File: src/logic/odm_defines.vh
// Behaviour
// - Break on flow change and single step
// - Four resources split program/data as configured
// - Two resources form one masked range point
// - Debugger injects instructions, device executes them
// - CPU returns results through mailbox I/O location
// - Debug needs both fuses, no lock bit
// - Any lock bit forces debug off
// - Opcodes 0x8 to 0xB are debug instructions
// - CPU mailbox write stores byte, sets dirty
// - Mailbox read gives seven bits plus dirty
// - Debugger clears dirty after reading mailbox
// - Mailbox reachable only with fuse and enable
// - Otherwise shared address hits ordinary register
// - Programming needs port fuse, disable bit clear
// - Programming covers flash, EEPROM, fuses, locks
// - Locked part refuses debug fuse until erase
// - Four-bit instructions shifted in LSB first
// - Instruction capture shifts out 0x01
`ifndef ODM_DEFINES_VH
`define ODM_DEFINES_VH

// ****************************************
// Instruction register
// ****************************************
`define ODM_IR_W 4
`define ODM_IR_CAPTURE 4'h1
`define ODM_IR_RESET 4'h1
`define ODM_OP_DBG0 4'h8
`define ODM_OP_DBG1 4'h9
`define ODM_OP_DBG2 4'hA
`define ODM_OP_DBG3 4'hB

// ****************************************
// Data register selection and lengths
// ****************************************
`define ODM_SEL_BYP 3'h0
`define ODM_SEL_MBOX 3'h1
`define ODM_SEL_BPCFG 3'h2
`define ODM_SEL_CTRL 3'h3
`define ODM_SEL_INJ 3'h4
`define ODM_DR_W 24
`define ODM_LEN_BYP 5'h01
`define ODM_LEN_MBOX 5'h09
`define ODM_LEN_BPCFG 5'h18
`define ODM_LEN_CTRL 5'h08
`define ODM_LEN_INJ 5'h10

// ****************************************
// Data register fields
// ****************************************
`define ODM_MBOX_CLR_BIT 8
`define ODM_BP_IDX_LSB 16
`define ODM_BP_EN_BIT 18
`define ODM_BP_MODE_LSB 19
`define ODM_BP_MODE_WR_BIT 22
`define ODM_CTRL_ACC_BIT 0
`define ODM_CTRL_STEP_BIT 1
`define ODM_CTRL_FLOW_BIT 2
`define ODM_CTRL_CLRHIT_BIT 3

// ****************************************
// Break point modes
// ****************************************
`define ODM_MODE_4P 3'h0
`define ODM_MODE_3P1D 3'h1
`define ODM_MODE_2P2D 3'h2
`define ODM_MODE_RNGP 3'h3
`define ODM_MODE_RNGD 3'h4

// ****************************************
// CPU side addresses and reset values
// ****************************************
`define ODM_MBOX_ADDR 6'h31
`define ODM_STD_RESET 8'h00
`define ODM_MBOX_RESET 8'h00

`endif

File: src/logic/odm_sync.v
`timescale 1ns/1ns
module odm_sync #(
	parameter W = 3
) (
	input wire clk,
	input wire rst,
	input wire [W-1:0] d,
	output reg [W-1:0] q
);

reg [W-1:0] meta_r;

always @(posedge clk)
begin
	if (rst)
	begin
		meta_r <= {W{1'b0}};
		q <= {W{1'b0}};
	end
	else
	begin
		meta_r <= d;
		q <= meta_r;
	end
end

endmodule

File: src/logic/odm_bpcmp.v
`timescale 1ns/1ns
module odm_bpcmp #(
	parameter AW = 16
) (
	input wire en,
	input wire valid,
	input wire [AW-1:0] addr,
	input wire [AW-1:0] value,
	input wire [AW-1:0] mask,
	output wire hit
);

// Only bits with a one in the mask take part in the compare
assign hit = en & valid & (((addr ^ value) & mask) == {AW{1'b0}});

endmodule

File: src/logic/odm_top.v
`timescale 1ns/1ns
`include "odm_defines.vh"
module odm_top #(
	parameter AW = 16,
	parameter [5:0] MBOX_ADDR = `ODM_MBOX_ADDR
) (
	input wire CLK,
	input wire SYS_RST,
	input wire TCK,
	input wire TMS,
	input wire TDI,
	output reg TDO,
	output reg TDO_OE_N,
	input wire FUSE_TP_EN,
	input wire FUSE_DBG_EN,
	input wire LOCK_BIT_ONE,
	input wire LOCK_BIT_TWO,
	input wire TEST_PORT_DISABLE,
	input wire [5:0] IO_ADDR,
	input wire IO_WE,
	input wire IO_RE,
	input wire [7:0] IO_WDATA,
	output reg [7:0] IO_RDATA,
	input wire [AW-1:0] PC,
	input wire PC_VALID,
	input wire [AW-1:0] DATA_ADDR,
	input wire DATA_VALID,
	input wire FLOW_CHANGE,
	output reg CPU_BREAK,
	output reg INJ_VALID,
	output reg [15:0] INJ_INSTR,
	output reg DEBUG_ACTIVE,
	output reg PROG_ENABLE,
	input wire FUSE_PROG_REQ,
	input wire CHIP_ERASE_DONE,
	output reg FUSE_PROG_GRANT,
	output reg FUSE_PROG_DENY
);

// ****************************************
// TAP states
// ****************************************
localparam S_TLR = 4'h0;
localparam S_RTI = 4'h1;
localparam S_SELDR = 4'h2;
localparam S_CAPDR = 4'h3;
localparam S_SHDR = 4'h4;
localparam S_EX1DR = 4'h5;
localparam S_PADR = 4'h6;
localparam S_EX2DR = 4'h7;
localparam S_UPDR = 4'h8;
localparam S_SELIR = 4'h9;
localparam S_CAPIR = 4'hA;
localparam S_SHIR = 4'hB;
localparam S_EX1IR = 4'hC;
localparam S_PAIR = 4'hD;
localparam S_EX2IR = 4'hE;
localparam S_UPIR = 4'hF;

// ****************************************
// Decode functions
// ****************************************
function [2:0] odm_sel;
	input [3:0] ir;
	input dbg;
	begin
		odm_sel = `ODM_SEL_BYP;
		// Private opcodes
		// decode debug opcodes
		if (dbg)
		begin
			case (ir)
				`ODM_OP_DBG0: odm_sel = `ODM_SEL_MBOX;
				`ODM_OP_DBG1: odm_sel = `ODM_SEL_BPCFG;
				`ODM_OP_DBG2: odm_sel = `ODM_SEL_CTRL;
				`ODM_OP_DBG3: odm_sel = `ODM_SEL_INJ;
				default: odm_sel = `ODM_SEL_BYP;
			endcase
		end
	end
endfunction

function [4:0] odm_len;
	input [2:0] sel;
	begin
		case (sel)
			`ODM_SEL_MBOX: odm_len = `ODM_LEN_MBOX;
			`ODM_SEL_BPCFG: odm_len = `ODM_LEN_BPCFG;
			`ODM_SEL_CTRL: odm_len = `ODM_LEN_CTRL;
			`ODM_SEL_INJ: odm_len = `ODM_LEN_INJ;
			default: odm_len = `ODM_LEN_BYP;
		endcase
	end
endfunction

function odm_isdata;
	input [2:0] mode;
	input integer idx;
	begin
		case (mode)
			`ODM_MODE_3P1D: odm_isdata = (idx == 3);
			`ODM_MODE_2P2D: odm_isdata = (idx >= 2);
			`ODM_MODE_RNGD: odm_isdata = (idx == 2);
			default: odm_isdata = 1'b0;
		endcase
	end
endfunction

// ****************************************
// Pin sampling
// ****************************************
wire [2:0] pin_s;
wire tck_s = pin_s[2];
wire tms_s = pin_s[1];
wire tdi_s = pin_s[0];
reg tck_d_r;

odm_sync #(
	.W(3)
) u_sync (
	.clk(CLK),
	.rst(SYS_RST),
	.d({TCK, TMS, TDI}),
	.q(pin_s)
);

wire tck_rise = tck_s & ~tck_d_r;
wire tck_fall = ~tck_s & tck_d_r;

// ****************************************
// Enables
// ****************************************
// port enable gating
wire tap_en = FUSE_TP_EN & ~TEST_PORT_DISABLE;
wire dbg_en = tap_en & FUSE_DBG_EN & ~LOCK_BIT_ONE & ~LOCK_BIT_TWO;

// ****************************************
// TAP controller
// ****************************************
reg [3:0] tap_st_r;
reg [3:0] tap_st_nxt;
reg [3:0] ir_sh_r;
reg [3:0] ir_r;
reg [`ODM_DR_W-1:0] dr_sh_r;
reg [`ODM_DR_W-1:0] dr_shift_nxt;
reg [`ODM_DR_W-1:0] dr_cap;
integer len_m1;
integer i;
reg [7:0] mbox_r;
reg dirty_r;
reg acc_en_r;
reg step_en_r;
reg flow_en_r;
reg hit_r;
reg [3:0] bp_en_r;
reg [2:0] bp_mode_r;
wire brk_nxt;

wire [2:0] sel = odm_sel(ir_r, dbg_en);
wire [4:0] dr_len = odm_len(sel);
wire upd_dr = tck_rise & (tap_st_r == S_UPDR);
wire [24:0] dr_ext = {1'b0, dr_sh_r};

always @*
begin
	case (tap_st_r)
		S_TLR: tap_st_nxt = tms_s ? S_TLR : S_RTI;
		S_RTI: tap_st_nxt = tms_s ? S_SELDR : S_RTI;
		S_SELDR: tap_st_nxt = tms_s ? S_SELIR : S_CAPDR;
		S_CAPDR: tap_st_nxt = tms_s ? S_EX1DR : S_SHDR;
		S_SHDR: tap_st_nxt = tms_s ? S_EX1DR : S_SHDR;
		S_EX1DR: tap_st_nxt = tms_s ? S_UPDR : S_PADR;
		S_PADR: tap_st_nxt = tms_s ? S_EX2DR : S_PADR;
		S_EX2DR: tap_st_nxt = tms_s ? S_UPDR : S_SHDR;
		S_UPDR: tap_st_nxt = tms_s ? S_SELDR : S_RTI;
		S_SELIR: tap_st_nxt = tms_s ? S_TLR : S_CAPIR;
		S_CAPIR: tap_st_nxt = tms_s ? S_EX1IR : S_SHIR;
		S_SHIR: tap_st_nxt = tms_s ? S_EX1IR : S_SHIR;
		S_EX1IR: tap_st_nxt = tms_s ? S_UPIR : S_PAIR;
		S_PAIR: tap_st_nxt = tms_s ? S_EX2IR : S_PAIR;
		S_EX2IR: tap_st_nxt = tms_s ? S_UPIR : S_SHIR;
		S_UPIR: tap_st_nxt = tms_s ? S_SELDR : S_RTI;
		default: tap_st_nxt = S_TLR;
	endcase
end

// Capture values for the selected data register
always @*
begin
	case (sel)
		`ODM_SEL_MBOX: dr_cap = {15'h0000, dirty_r, mbox_r};
		`ODM_SEL_BPCFG: dr_cap = {2'h0, bp_mode_r, bp_en_r, 15'h0000};
		`ODM_SEL_CTRL: dr_cap = {20'h0_0000, hit_r, flow_en_r,
			step_en_r, acc_en_r};
		`ODM_SEL_INJ: dr_cap = {16'h0000, mbox_r};
		default: dr_cap = {`ODM_DR_W{1'b0}};
	endcase
end

// TDI enters at the top of the active length, LSB leaves first
always @*
begin
	len_m1 = dr_len - 1;
	for (i = 0; i < `ODM_DR_W; i = i + 1)
	begin
		if (i == len_m1)
			dr_shift_nxt[i] = tdi_s;
		else if (i < len_m1)
			dr_shift_nxt[i] = dr_ext[i+1];
		else
			dr_shift_nxt[i] = 1'b0;
	end
end

always @(posedge CLK)
begin
	if (SYS_RST)
	begin
		tck_d_r <= 1'b0;
		tap_st_r <= S_TLR;
		ir_sh_r <= `ODM_IR_RESET;
		ir_r <= `ODM_IR_RESET;
		dr_sh_r <= {`ODM_DR_W{1'b0}};
		TDO <= 1'b0;
		TDO_OE_N <= 1'b1;
	end
	else
	begin
		tck_d_r <= tck_s;
		// Port held in reset while disabled, pins stay released
		if (!tap_en)
		begin
			tap_st_r <= S_TLR;
			ir_r <= `ODM_IR_RESET;
			TDO_OE_N <= 1'b1;
		end
		else
		begin
			if (tck_rise)
			begin
				tap_st_r <= tap_st_nxt;
				case (tap_st_r)
					S_TLR: ir_r <= `ODM_IR_RESET;
					S_CAPIR: ir_sh_r <= `ODM_IR_CAPTURE;
					S_SHIR: ir_sh_r <= {tdi_s, ir_sh_r[3:1]};
					S_UPIR: ir_r <= ir_sh_r;
					S_CAPDR: dr_sh_r <= dr_cap;
					S_SHDR: dr_sh_r <= dr_shift_nxt;
					default: ir_r <= ir_r;
				endcase
			end
			// Output changes on the falling test clock edge
			if (tck_fall)
			begin
				TDO <= (tap_st_r == S_SHIR) ? ir_sh_r[0] :
					(tap_st_r == S_SHDR) ? dr_sh_r[0] : 1'b0;
				TDO_OE_N <= ~((tap_st_r == S_SHIR) |
					(tap_st_r == S_SHDR));
			end
		end
	end
end

// ****************************************
// Mailbox and shared I/O location
// ****************************************
reg [7:0] std_r;

wire mbox_hit = (IO_ADDR == MBOX_ADDR);
wire mbox_acc = FUSE_DBG_EN & acc_en_r;
wire cpu_mbox_wr = IO_WE & mbox_hit & mbox_acc;
wire mbox_clr = upd_dr & (sel == `ODM_SEL_MBOX) &
	dr_sh_r[`ODM_MBOX_CLR_BIT];
wire ctrl_upd = upd_dr & (sel == `ODM_SEL_CTRL);

always @(posedge CLK)
begin
	if (SYS_RST)
	begin
		mbox_r <= `ODM_MBOX_RESET;
		dirty_r <= 1'b0;
		std_r <= `ODM_STD_RESET;
		IO_RDATA <= 8'h00;
	end
	else
	begin
		if (cpu_mbox_wr)
			mbox_r <= IO_WDATA;
		// A CPU write in the clearing cycle keeps the flag set
		if (cpu_mbox_wr)
			dirty_r <= 1'b1;
		else if (mbox_clr)
			dirty_r <= 1'b0;
		if (IO_WE & mbox_hit & ~mbox_acc)
			std_r <= IO_WDATA;
		if (IO_RE & mbox_hit)
			IO_RDATA <= mbox_acc ? {dirty_r, mbox_r[6:0]} : std_r;
		else
			IO_RDATA <= 8'h00;
	end
end

// ****************************************
// Debug control
// ****************************************
always @(posedge CLK)
begin
	if (SYS_RST)
	begin
		acc_en_r <= 1'b0;
		step_en_r <= 1'b0;
		flow_en_r <= 1'b0;
		hit_r <= 1'b0;
	end
	else if (!dbg_en)
	begin
		acc_en_r <= 1'b0;
		step_en_r <= 1'b0;
		flow_en_r <= 1'b0;
		hit_r <= 1'b0;
	end
	else
	begin
		if (ctrl_upd)
		begin
			acc_en_r <= dr_sh_r[`ODM_CTRL_ACC_BIT];
			step_en_r <= dr_sh_r[`ODM_CTRL_STEP_BIT];
			flow_en_r <= dr_sh_r[`ODM_CTRL_FLOW_BIT];
		end
		if (brk_nxt)
			hit_r <= 1'b1;
		else if (ctrl_upd & dr_sh_r[`ODM_CTRL_CLRHIT_BIT])
			hit_r <= 1'b0;
	end
end

// ****************************************
// Break point unit
// ****************************************
reg [AW-1:0] bp_val_r [0:3];
wire [3:0] bp_hit;
wire [1:0] bp_idx = dr_sh_r[`ODM_BP_IDX_LSB+1:`ODM_BP_IDX_LSB];
wire bp_upd = upd_dr & (sel == `ODM_SEL_BPCFG);
wire rng = (bp_mode_r == `ODM_MODE_RNGP) | (bp_mode_r == `ODM_MODE_RNGD);

genvar g;
generate
	for (g = 0; g < 4; g = g + 1)
	begin : g_bp
		wire is_data = odm_isdata(bp_mode_r, g);
		// range uses next value as mask
		wire [AW-1:0] msk = (g == 2 && rng) ? bp_val_r[3] : {AW{1'b1}};
		wire en = bp_en_r[g] & ~(g == 3 && rng);
		odm_bpcmp #(
			.AW(AW)
		) u_cmp (
			.en(en),
			.valid(is_data ? DATA_VALID : PC_VALID),
			.addr(is_data ? DATA_ADDR : PC),
			.value(bp_val_r[g]),
			.mask(msk),
			.hit(bp_hit[g])
		);
	end
endgenerate

assign brk_nxt = dbg_en & ((|bp_hit) | (step_en_r & PC_VALID) |
	(flow_en_r & FLOW_CHANGE));

always @(posedge CLK)
begin
	if (SYS_RST)
	begin
		bp_en_r <= 4'h0;
		bp_mode_r <= `ODM_MODE_4P;
		bp_val_r[0] <= {AW{1'b0}};
		bp_val_r[1] <= {AW{1'b0}};
		bp_val_r[2] <= {AW{1'b0}};
		bp_val_r[3] <= {AW{1'b0}};
		CPU_BREAK <= 1'b0;
	end
	else
	begin
		CPU_BREAK <= brk_nxt;
		if (!dbg_en)
			bp_en_r <= 4'h0;
		else if (bp_upd)
		begin
			bp_val_r[bp_idx] <= dr_sh_r[AW-1:0];
			bp_en_r[bp_idx] <= dr_sh_r[`ODM_BP_EN_BIT];
			if (dr_sh_r[`ODM_BP_MODE_WR_BIT])
				bp_mode_r <= dr_sh_r[`ODM_BP_MODE_LSB+2:`ODM_BP_MODE_LSB];
		end
	end
end

// ****************************************
// Instruction injection and programming
// ****************************************
reg erase_seen_r;
wire locked = LOCK_BIT_ONE | LOCK_BIT_TWO;

always @(posedge CLK)
begin
	if (SYS_RST)
	begin
		INJ_VALID <= 1'b0;
		INJ_INSTR <= 16'h0000;
		DEBUG_ACTIVE <= 1'b0;
		PROG_ENABLE <= 1'b0;
		erase_seen_r <= 1'b0;
		FUSE_PROG_GRANT <= 1'b0;
		FUSE_PROG_DENY <= 1'b0;
	end
	else
	begin
		INJ_VALID <= upd_dr & (sel == `ODM_SEL_INJ);
		if (upd_dr & (sel == `ODM_SEL_INJ))
			INJ_INSTR <= dr_sh_r[15:0];
		DEBUG_ACTIVE <= dbg_en;
		PROG_ENABLE <= tap_en;
		if (CHIP_ERASE_DONE)
			erase_seen_r <= 1'b1;
		FUSE_PROG_GRANT <= FUSE_PROG_REQ & tap_en &
			(~locked | erase_seen_r | CHIP_ERASE_DONE);
		FUSE_PROG_DENY <= FUSE_PROG_REQ &
			~(tap_en & (~locked | erase_seen_r | CHIP_ERASE_DONE));
	end
end

endmodule

File: config.mk
export PLATFORM = sky130hd
export DESIGN_NAME = odm_top
export DESIGN_NICKNAME = d
export VERILOG_FILES = /design/src/logic/odm_sync.v /design/src/logic/odm_bpcmp.v /design/src/logic/odm_top.v
export VERILOG_INCLUDE_DIRS = /design/src /design/src/logic
export SDC_FILE = /design/constraint.sdc
export NUM_CORES = 1
export LEC_CHECK = 0
export BUFFER_PORTS_ARGS = -buffer_cell sky130_fd_sc_hd__buf_2
export CAP_MARGIN = 20
export CORE_MARGIN = 2
export CORE_UTILIZATION = 30
export DETAILED_ROUTE_END_ITERATION = 10
export PLACE_DENSITY_LB_ADDON = 0.2
export REMOVE_ABC_BUFFERS = 1
export SETUP_SLACK_MARGIN = 0.02
export SKIP_LAST_GASP = 1
export SLEW_MARGIN = 20
export SYNTH_ARGS = -nofsm -noshare
export SYNTH_HDL_FRONTEND = slang
export SYNTH_SLANG_ARGS = --single-unit
File: constraint.sdc
create_clock -name CLK -period 4.45 [get_ports CLK]
set_clock_uncertainty 0.2 [all_clocks]
set_input_delay 0.89 -clock CLK [delete_from_list [all_inputs] [get_ports CLK]]
set_output_delay 0.89 -clock CLK [all_outputs]
set_load 0.05 [all_outputs]
==> results.ini, run 1 <==
[cts]
insertion_delay_ps = 430
cts.path.max_buffers = 2
ctsHtreeMaxLevel = 4
cts-resized-gates = 0
numCtsBuffers = 17
cts_tree = done
postCtsSetupBuffers = 0
clkTransAtPathRegs_ps = 70
hold_buffers = 0
ctsRootBufferMaster = clkbuf_16
clkSinkCount = 168

[layout]
multi_input_area_mm2 = 0.00408
area_delta_synth_final_pct = 17.1
seqCellArea_mm2 = 0.00400
layout.cells.most_common_list = nor2_1 (130), nand2_1 (117), dfxtp_1 (104)
mostFrequentLayoutCell = nor2_1
nets = 1095
drive_above_1_share_pct = 14.2
fill_cells = 2957
antenna_cells = 0

[floorplan]
start_util_pct = 30.4
fp.dieArea_mm2 = 0.0296
core_mm2 = 0.0278
ios = 95
num_rows = 61
die_w_um = 172
die_h_um = 172

[synth]
synth_edf_count = 64
synthArstFlopShare_pct = 0
synth_flop_cell = dfxtp_1
ys_types = 69
synth_seq_cells = 168
syn_avg_cell_area_um2 = 8.90
synthCells = 950
synth_seq_area_share_pct = 47.3
yosys_warnings = 0
synth_area_mm2 = 0.00846

[worst_setup_path]
crit_path_cell_trace = xor2_2 > a21boi_0 > o21a_1 > or4b_2 > nor4_1 > a31oi_1 > o21ai_1
cp_max_fo = 10
endpoint_kind = register
critPathSlowestCell = or4b_2
setup.worst_path.class = register to register
worstReg2RegStart = bp_mode_r[1]
crit_arrival_ps = 3510
slowest_delay_ps = 640
cp-start-kind = register
cp.required_ps = 4600
critical_path.startpoint = bp_mode_r[1]

[power_and_ir_drop]
total_leakage_power_nw = 3.80
vdd_drop_max_uv = 243
powerDensity_mw_per_mm2 = 335

[sta]
hold_slack_ps = 237
setup_viol = 0
post-route-period-util_pct = 75.7
hold_viol = 0
fin_ws_ps = 1080
fmax_mhz = 297
slew_viol_final = 0
finalSetupTns_ps = 0
rsz0062_at_grt = no
slew-limit-headroom_pct = 40.6
finalCriticalPeriod_ps = 3370
tightestPinTransition_ps = 891

[global_routing]
grt_util_all_layers_pct = 16.7
overflow = 0
grt_max_degree = 49
first_global_vias = 6763
grt_pass1_wl_um = 37800
antenna_found_initial = 0

[placement]
gp_congestion = 0.895
io_buffers = 94
pre_cts_slack_ps = 708
dpl.hpwl_um = 18400

[job]
drv_cap = 0

[status]
status = complete, no violations

[drt]
routed_wl_um = 24000
drt_first_pass_iters = 6
drt_iter0_drc = 552
drtAntennaViolNets = 0
viasPerCell = 4.97
drt-wirelength-per-cell_um = 16.9
drc = 0
num_vias = 7048

[hold_path]
hold_start = u_sync.meta_r[2]
min_path_type = register to register

-- kinds of logic after synthesis --
family                     count (synthesis)  share of synthesized area [%]
and+or+nand+nor                          391                           21.6
AOI/OAI and AO/OA                        188                           14.3
muxes                                     44                           5.24
DFF                                      168                           47.3
buffers and inverters                     94                           4.44
adders and majority gates                  4                          0.592
xor gates and xnor gates                  61                           6.49
-- metrics by stage --
stage,power [mW],util (%),cells,cell area [um2]
floorplan,1.79,-,898,8240
global placement,1.89,33.5,1387,9310
detailed placement,1.89,33.5,1387,9310
CTS,3.35,35.7,1419,9900
global route,3.44,35.7,1419,9900
finish,3.31,35.7,1419,9900
-- sequential cells by signal, summed over array words and instances (netlist names), 3 cells and up --
name / flops
INJ_INSTR: 16
IO_RDATA: 8
bp_en_r: 4
bp_mode_r: 3
bp_val_r: 64
dr_sh_r: 24
ir_r: 4
ir_sh_r: 4
mbox_r: 8
std_r: 8
tap_st_r: 4
u_sync.meta_r: 3
u_sync.q: 3
-- path summary, 6_finish.rpt --
kind	endpoint	slack, ps	cells past startpoint
max reg2reg	hit_r	1080	7
max	hit_r	1080	7
min	u_sync.q[2]	240	1
min reg2reg	u_sync.q[2]	240	1
-- worst max-delay path: cells and delay by family (launching register included) --
kind                      cells  cell delay (ps)
and+or+nand+nor               2             1270
DFF                           1              630
xor gates and xnor gates      1              470
AOI/OAI and AO/OA             4              710
-- synth_stat cells (all sizes together), types with 3 or more instances --
master,number,area share [%]
o21a,3,0.27
or4,4,0.36
edfxtp,64,23
nand3b,3,0.27
and2,4,0.30
inv,42,1.9
o2111ai,3,0.31
a21o,4,0.36
ha,4,0.59
nand3,34,2.1
xnor2,29,3.1
nand4,12,0.89
nor3,12,0.71
or3,4,0.30
xor2,32,3.4
a22oi,21,1.9
a21boi,4,0.36
dfxtp,104,25
nor2,131,6.0
o221ai,3,0.31
nor4,11,0.81
a311oi,3,0.31
clkbuf,40,1.8
buf,12,0.80
a211oi,3,0.27
and3,11,0.81
mux2i,42,5.0
a31oi,6,0.44
o31ai,3,0.27
nand2b,11,0.81
o21ai,31,1.8
a21oi,64,3.8
a221oi,4,0.41
o22ai,7,0.52
nor2b,25,1.8
o211ai,6,0.53
a32oi,5,0.52
nand2,117,5.2
-- where the power goes --
group / leakage, nW / internal, mW / switching [mW]
logic: 2.06 / 0.0842 / 0.120
registers: 1.45 / 1.63 / 0.0275
clock network: 0.293 / 0.849 / 0.604
total: 3.80 / 2.56 / 0.752
-- layer usage --
metal  up-vias  wire [um]  GRT usage, %
li1       3493          -             -
met1      3309      11400          23.0
met2       210      10800          26.2
met3        36       1190          3.32
met4         0        611          5.85
met5         -          0             0
-- cell type report --
cell class                      count  area share (%)
Clock inverter                      7           0.543
Timing Repair Buffer              111            6.04
Multi-Input combinational cell    688            41.2
Sequential cell                   168            40.4
Inverter                           42            1.59
Clock buffer                       25            5.44
Tap cell                          378            4.78
(Power assumes the default switching activity.)
==> run 2: changes to the inputs <==
--- a/config.mk
+++ b/config.mk
@@ -6,6 +6,7 @@
 export SDC_FILE = /design/constraint.sdc
 export NUM_CORES = 1
 export LEC_CHECK = 0
+export ABC_AREA = 1
 export BUFFER_PORTS_ARGS = -buffer_cell sky130_fd_sc_hd__buf_2
 export CAP_MARGIN = 20
 export CORE_MARGIN = 2
==> constraint.sdc (replaced) <==
create_clock -name CLK -period 3.16 [get_ports CLK]
set_clock_uncertainty 0.2 [all_clocks]
set_input_delay 0.632 -clock CLK [delete_from_list [all_inputs] [get_ports CLK]]
set_output_delay 0.632 -clock CLK [all_outputs]
set_load 0.05 [all_outputs]
==> run 2 against run 1 <==
Net effect: non-clock buffer count grew 9; worst setup slack worse by 310 ps; first-iteration DRC count decreased by 9.1%; global-route usage rose by 0.72 points; synthesized area grew 1.7%; synthesized cell count rose by 20%; final cell count rose by 15%; total power is 41% higher; routed wire length rose by 7.1%; final area increased by 2.3%; flip-flop and latch count did not move; critical path type unchanged; largest power group unchanged.
==> results.ini, run 2 <==
[cts]
postCtsSetupBuffers = 0
numCtsBuffers = 17
ctsRootBufferMaster = clkbuf_16
ctsHtreeMaxLevel = 4
cts_tree = done
cts-resized-gates = 0
cts.path.max_buffers = 2
clkTransAtPathRegs_ps = 70
insertion_delay_ps = 430
clkSinkCount = 168
hold_buffers = 0

[sta]
setup_viol = 0
rsz0062_at_grt = no
finalSetupTns_ps = 0
slew-limit-headroom_pct = 60.0
hold_viol = 0
fmax_mhz = 419
slew_viol_final = 0
tightestPinTransition_ps = 596
post-route-period-util_pct = 75.5
finalCriticalPeriod_ps = 2380

[synth]
yosys_warnings = 0
syn_avg_cell_area_um2 = 7.54
synthTopCellsByArea = dfxtp_1 (24%), edfxtp_1 (22%), nand2_1 (12%)
synth_seq_area_share_pct = 46.6
synth_top_area_cell = dfxtp_1
synth.most_common_cell = nand2_1
synth_area_mm2 = 0.00860
synthArstFlopShare_pct = 0
synthCells = 1141
synth_seq_cells = 168
synth_flop_cell = dfxtp_1
netlist_top_cells_count = nand2_1 (278), inv_1 (137), nor2_1 (127)
synth_edf_count = 64
synth_top_area_share_pct = 24.2
ys_types = 44

[drt]
routed_wl_um = 25800
drtAntennaViolNets = 0
drt-wirelength-per-cell_um = 15.7
viasPerCell = 4.71
drc = 0
num_vias = 7703
drt_first_pass_iters = 5
drt_iter0_drc = 502

[layout]
largest_register_ffs = 64
antenna_cells = 0
reg_top3 = bp_val_r (64), dr_sh_r (24), INJ_INSTR (16)
layout.cells.non_filler = 1637
area_delta_synth_final_pct = 17.8
drive_above_1_share_pct = 16.8
nets = 1313
fill_cells = 3064
mostFrequentLayoutCell = nand2_1
top_register = bp_val_r
layout.cells.most_common_list = nand2_1 (278), inv_1 (137), nor2_1 (127)
stdcell_area_mm2 = 0.0101

[power_and_ir_drop]
vdd_drop_max_uv = 308
total_leakage_power_nw = 4.19
powerDensity_mw_per_mm2 = 462

[global_routing]
grt_util_all_layers_pct = 17.4
overflow = 0
first_global_vias = 7354
grt_max_degree = 28
antenna_found_initial = 0
grt_pass1_wl_um = 41300

[floorplan]
num_rows = 61
fp.dieArea_mm2 = 0.0300
core_mm2 = 0.0280
ios = 95
die_w_um = 173
start_util_pct = 30.7
die_h_um = 173

[worst_setup_path]
cp_max_fo = 27
setup.worst_path.class = register to register
critPathSlowestCell = dfxtp_1
critPathTopFamily = simple AND/OR/NAND/NOR gates
endpoint_kind = register
path_common_cell = nand2_1
cp.required_ps = 3330
crit_path_cell_trace = inv_2 > nand3_4 > nand2_1 > nand2_1 > nor2_1 > nand2_1 > nor2_1 > nand2_1 > nor2_1 > nand3_1 > nand2_1 > inv_1 > nand2_1 > nand2_1 > nand2_1
path_buf_inv = 2
cp-start-kind = register
crit_arrival_ps = 2550
slowest_delay_ps = 340

[status]
status = complete, no violations

[job]
drv_cap = 0

[placement]
dpl.hpwl_um = 19500
gp_congestion = 0.827
placed_cells = 1605
dpl_cell_area_mm2 = 0.00954
io_buffers = 94

[hold_path]
min_path_type = input port to register

## run 2: changes by cell type after synthesis, sizes merged, moves of 16 or more
cell / before / now
a21oi: 64 / 80
a22oi: 21 / 2
clkbuf: 40 / 14
inv: 42 / 158
mux2i: 42 / 0
nand2: 117 / 286
nand3: 34 / 77
nor2: 131 / 151
nor2b: 25 / 0
o21ai: 31 / 81
xnor2: 29 / 7
xor2: 32 / 9
## run 2: worst reg2reg max path, stage by stage (launching register included)
cell	delay (ps)
dfxtp_1	340
inv_2	200
nand3_4	340
nand2_1	150
nand2_1	60
nor2_1	180
nand2_1	80
nor2_1	120
nand2_1	60
nor2_1	80
nand3_1	120
nand2_1	90
inv_1	40
nand2_1	90
nand2_1	90
nand2_1	100
## run 2: cell families (layout without fill, tap and decap cells)
| kind of cell | after synthesis | count (layout) | share of synthesized area [%] |
|---|---|---|---|
| buffers and inverters | 193 | 311 | 9.25 |
| adder cells (fa/ha/maj) | 4 | 4 | 0.582 |
| XOR/XNOR | 16 | 16 | 1.63 |
| AND/OR/NAND/NOR | 550 | 550 | 28.2 |
| flip-flops | 168 | 168 | 46.6 |
| AO/OA/AOI/OAI | 210 | 210 | 13.8 |
## run 2: area by class of cell
class	count	area [um2]	area share [%]
clock inverters	13	134	1.32
flip-flops and latches	168	4000	39.5
inverters	159	599	5.92
multi-input cells	780	3800	37.5
clock buffers	19	454	4.48
well taps	378	473	4.67
repair buffers	120	666	6.57
## run 2: metrics by stage
stage                     worst slack (ps)  power [mW]  utilization [%]  hold WS [ps]
after floorplan                        488        2.50                -           188
after global routing                   537        4.88             36.2           186
after detailed placement               442        2.64             34.1           192
final                                  776        4.68             36.2           199
after global placement                 469        2.64             34.1           190
after CTS                              775        4.74             36.2           174
## run 2: worst paths after layout
check | startpoint | end | slack (ps) | depth (start not counted)
worst max-delay path | bp_mode_r[2] | hit_r | 780 | 15
worst min-delay path | TCK | u_sync.meta_r[2] | 200 | 3
worst max register to register | bp_mode_r[2] | hit_r | 780 | 15
worst min register to register | u_sync.meta_r[0] | u_sync.q[0] | 200 | 2
## run 2: report_power, final
group	internal (mW)	leakage, nW	total (mW)	switching (mW)
clock network	1.16	0.290	2.09	0.934
registers	2.29	1.47	2.31	0.0256
logic	0.0984	2.43	0.278	0.179
## run 2: routing by layer
layer,share of wire (%),track usage [%]
met1,47,23.4
met2,46,28.8
met3,5.2,3.44
met4,1.2,4.03
met5,0,0
==> run 3: changes to the inputs <==
==> constraint.sdc (replaced) <==
create_clock -name CLK -period 2 [get_ports CLK]
set_clock_uncertainty 0.2 [all_clocks]
set_input_delay 0.4 -clock CLK [delete_from_list [all_inputs] [get_ports CLK]]
set_output_delay 0.4 -clock CLK [all_outputs]
set_load 0.05 [all_outputs]
==> run 3 against run 2 <==
Net effect: the run now ends with setup timing left; hold slack got worse by 190 ps; final area is 16% higher; sequential power up 58%; via count is 6.4% higher; first-iteration DRC count is 34% higher; critical path depth grew 3.
==> results.ini, run 3 (same netlist as run 2, synthesis figures left out) <==
[status]
status = complete, but fails checks
violations = setup timing

[sta]
post-route-period-util_pct = 103
finalSetupTns_ps = -375
fmax_mhz = 483
slew-limit-headroom_pct = 60.7
slew_viol_final = 0
rsz0062_at_grt = yes
hold_viol = 0
finalCriticalPeriod_ps = 2070
setup_viol = 24
fin_ws_ps = -68.7
hold_slack_ps = 10.6
tightestPinTransition_ps = 586

[cts]
cts_tree = done
clkTransAtPathRegs_ps = 70
ctsRootBufferMaster = clkbuf_16
insertion_delay_ps = 430
clkSinkCount = 168
cts.path.max_buffers = 2
numCtsBuffers = 17
ctsHtreeMaxLevel = 4

[layout]
reg_top3 = bp_val_r (64), dr_sh_r (24), INJ_INSTR (16)
drive_above_1_share_pct = 28.9
antenna_cells = 0
mostFrequentLayoutCell = nand2_1
multi_input_area_mm2 = 0.00422
fill_cells = 2890
layout.cells.most_common_list = nand2_1 (246), inv_1 (128), nor2_1 (101)
area_delta_synth_final_pct = 36.7
top_register = bp_val_r
largest_register_ffs = 64
nets = 1415
seqCellArea_mm2 = 0.00401

[global_routing]
grt_pass1_wl_um = 41500
first_global_vias = 7788
grt_util_all_layers_pct = 17.4
overflow = 0
grt_max_degree = 47
antenna_found_initial = 1

[floorplan]
num_rows = 61
die_w_um = 173
ios = 95
core_mm2 = 0.0280
start_util_pct = 30.7
die_h_um = 173
fp.dieArea_mm2 = 0.0300

[power_and_ir_drop]
powerDensity_mw_per_mm2 = 640
total_leakage_power_nw = 4.90
vdd_drop_max_uv = 589

[hold_path]
min_path_type = input port to register

[worst_setup_path]
cp_max_fo = 5
cp.required_ps = 2170
setup.worst_path.class = register to register
endpoint_kind = register
cp-start-kind = register
crit_arrival_ps = 2240

[placement]
dpl.hpwl_um = 20200
io_buffers = 94
gp_congestion = 0.885

[drt]
drtAntennaViolNets = 0
drt_iter0_drc = 675
drt-wirelength-per-cell_um = 15.8
num_vias = 8198
viasPerCell = 4.71
routed_wl_um = 27500
drc = 0
drt_first_pass_iters = 7

[job]
drv_cap = 0

run 3: cell types whose count changed in the layout (fill, tap and decap cells not counted), sizes merged:
cell         delta
buf            +90
bufinv          -1
dlygate4sd3     +4
clkinvlp        -1
clkbuf          +6
clkinv          +4
run 3: worst paths after layout:
| check | slack, ps | endpoint | startpoint | depth (start not counted) |
|---|---|---|---|---|
| hold / removal | 10 | erase_seen_r | CHIP_ERASE_DONE | 3 |
| setup / recovery | -70 | CPU_BREAK | bp_mode_r[1] | 18 |
| hold reg to reg | 210 | u_sync.q[2] | u_sync.meta_r[2] | 2 |
| setup reg to reg | -70 | CPU_BREAK | bp_mode_r[1] | 18 |
run 3: where the power goes:
part | internal (mW) | switching (mW) | total (mW)
combinational | 0.223 | 0.310 | 0.533
clock | 1.71 | 1.62 | 3.33
sequential | 3.61 | 0.0522 | 3.66
run 3: worst max-delay path: stages, from the launching register on:
cell	delay, ps
dfxtp_2	350
inv_2	50
nand2_4	80
buf_6	110
nand3_4	140
clkbuf_16	210
nand2_2	60
nand2_1	40
nand2_1	50
nand2_1	50
nor2_1	90
nand2_1	80
nor2_1	100
nand3_1	80
nand2_1	60
inv_1	40
nand2_2	100
nand2_2	70
inv_1	50
run 3: area by class of cell:
class | count | share of cell area [%]
inverters | 159 | 5.20
flip-flops and latches | 168 | 34.1
well taps | 378 | 4.02
repair buffers | 222 | 15.6
multi-input cells | 780 | 35.9
clock buffers | 17 | 3.62
clock inverters | 15 | 1.61
run 3: per-layer routing:
metal  track usage [%]  vias up  wire length (um)
li1                  -     4159                 -
met1              23.5     3758             12700
met2              29.2      236             13100
met3              2.52       43              1180
met4              4.84        2               480
met5                 0        -                 7
run 3: per-stage QoR:
step / util [%] / worst slack, ps / area (um2) / power (mW) / std cells
2_1_floorplan: - / -440 / 8400 / 3.95 / 1107
3_3_place_gp: 36.6 / -241 / 10300 / 4.22 / 1678
3_5_place_dp: 36.6 / -269 / 10300 / 4.22 / 1678
4_1_cts: 39.5 / -24.0 / 11100 / 7.56 / 1720
5_1_grt: 42.0 / -194 / 11800 / 7.78 / 1739
6_report: 42.0 / -68.7 / 11800 / 7.52 / 1739
run 3: what timing repair did:
item                       in CTS  in global routing
pin swaps                      12                 24
hold buffers                    4                  0
hold endpoints to repair        5                  0
resized for setup              28                133
buffers inserted                5                 11
setup endpoints to repair      56                164
cloned                          1                  8
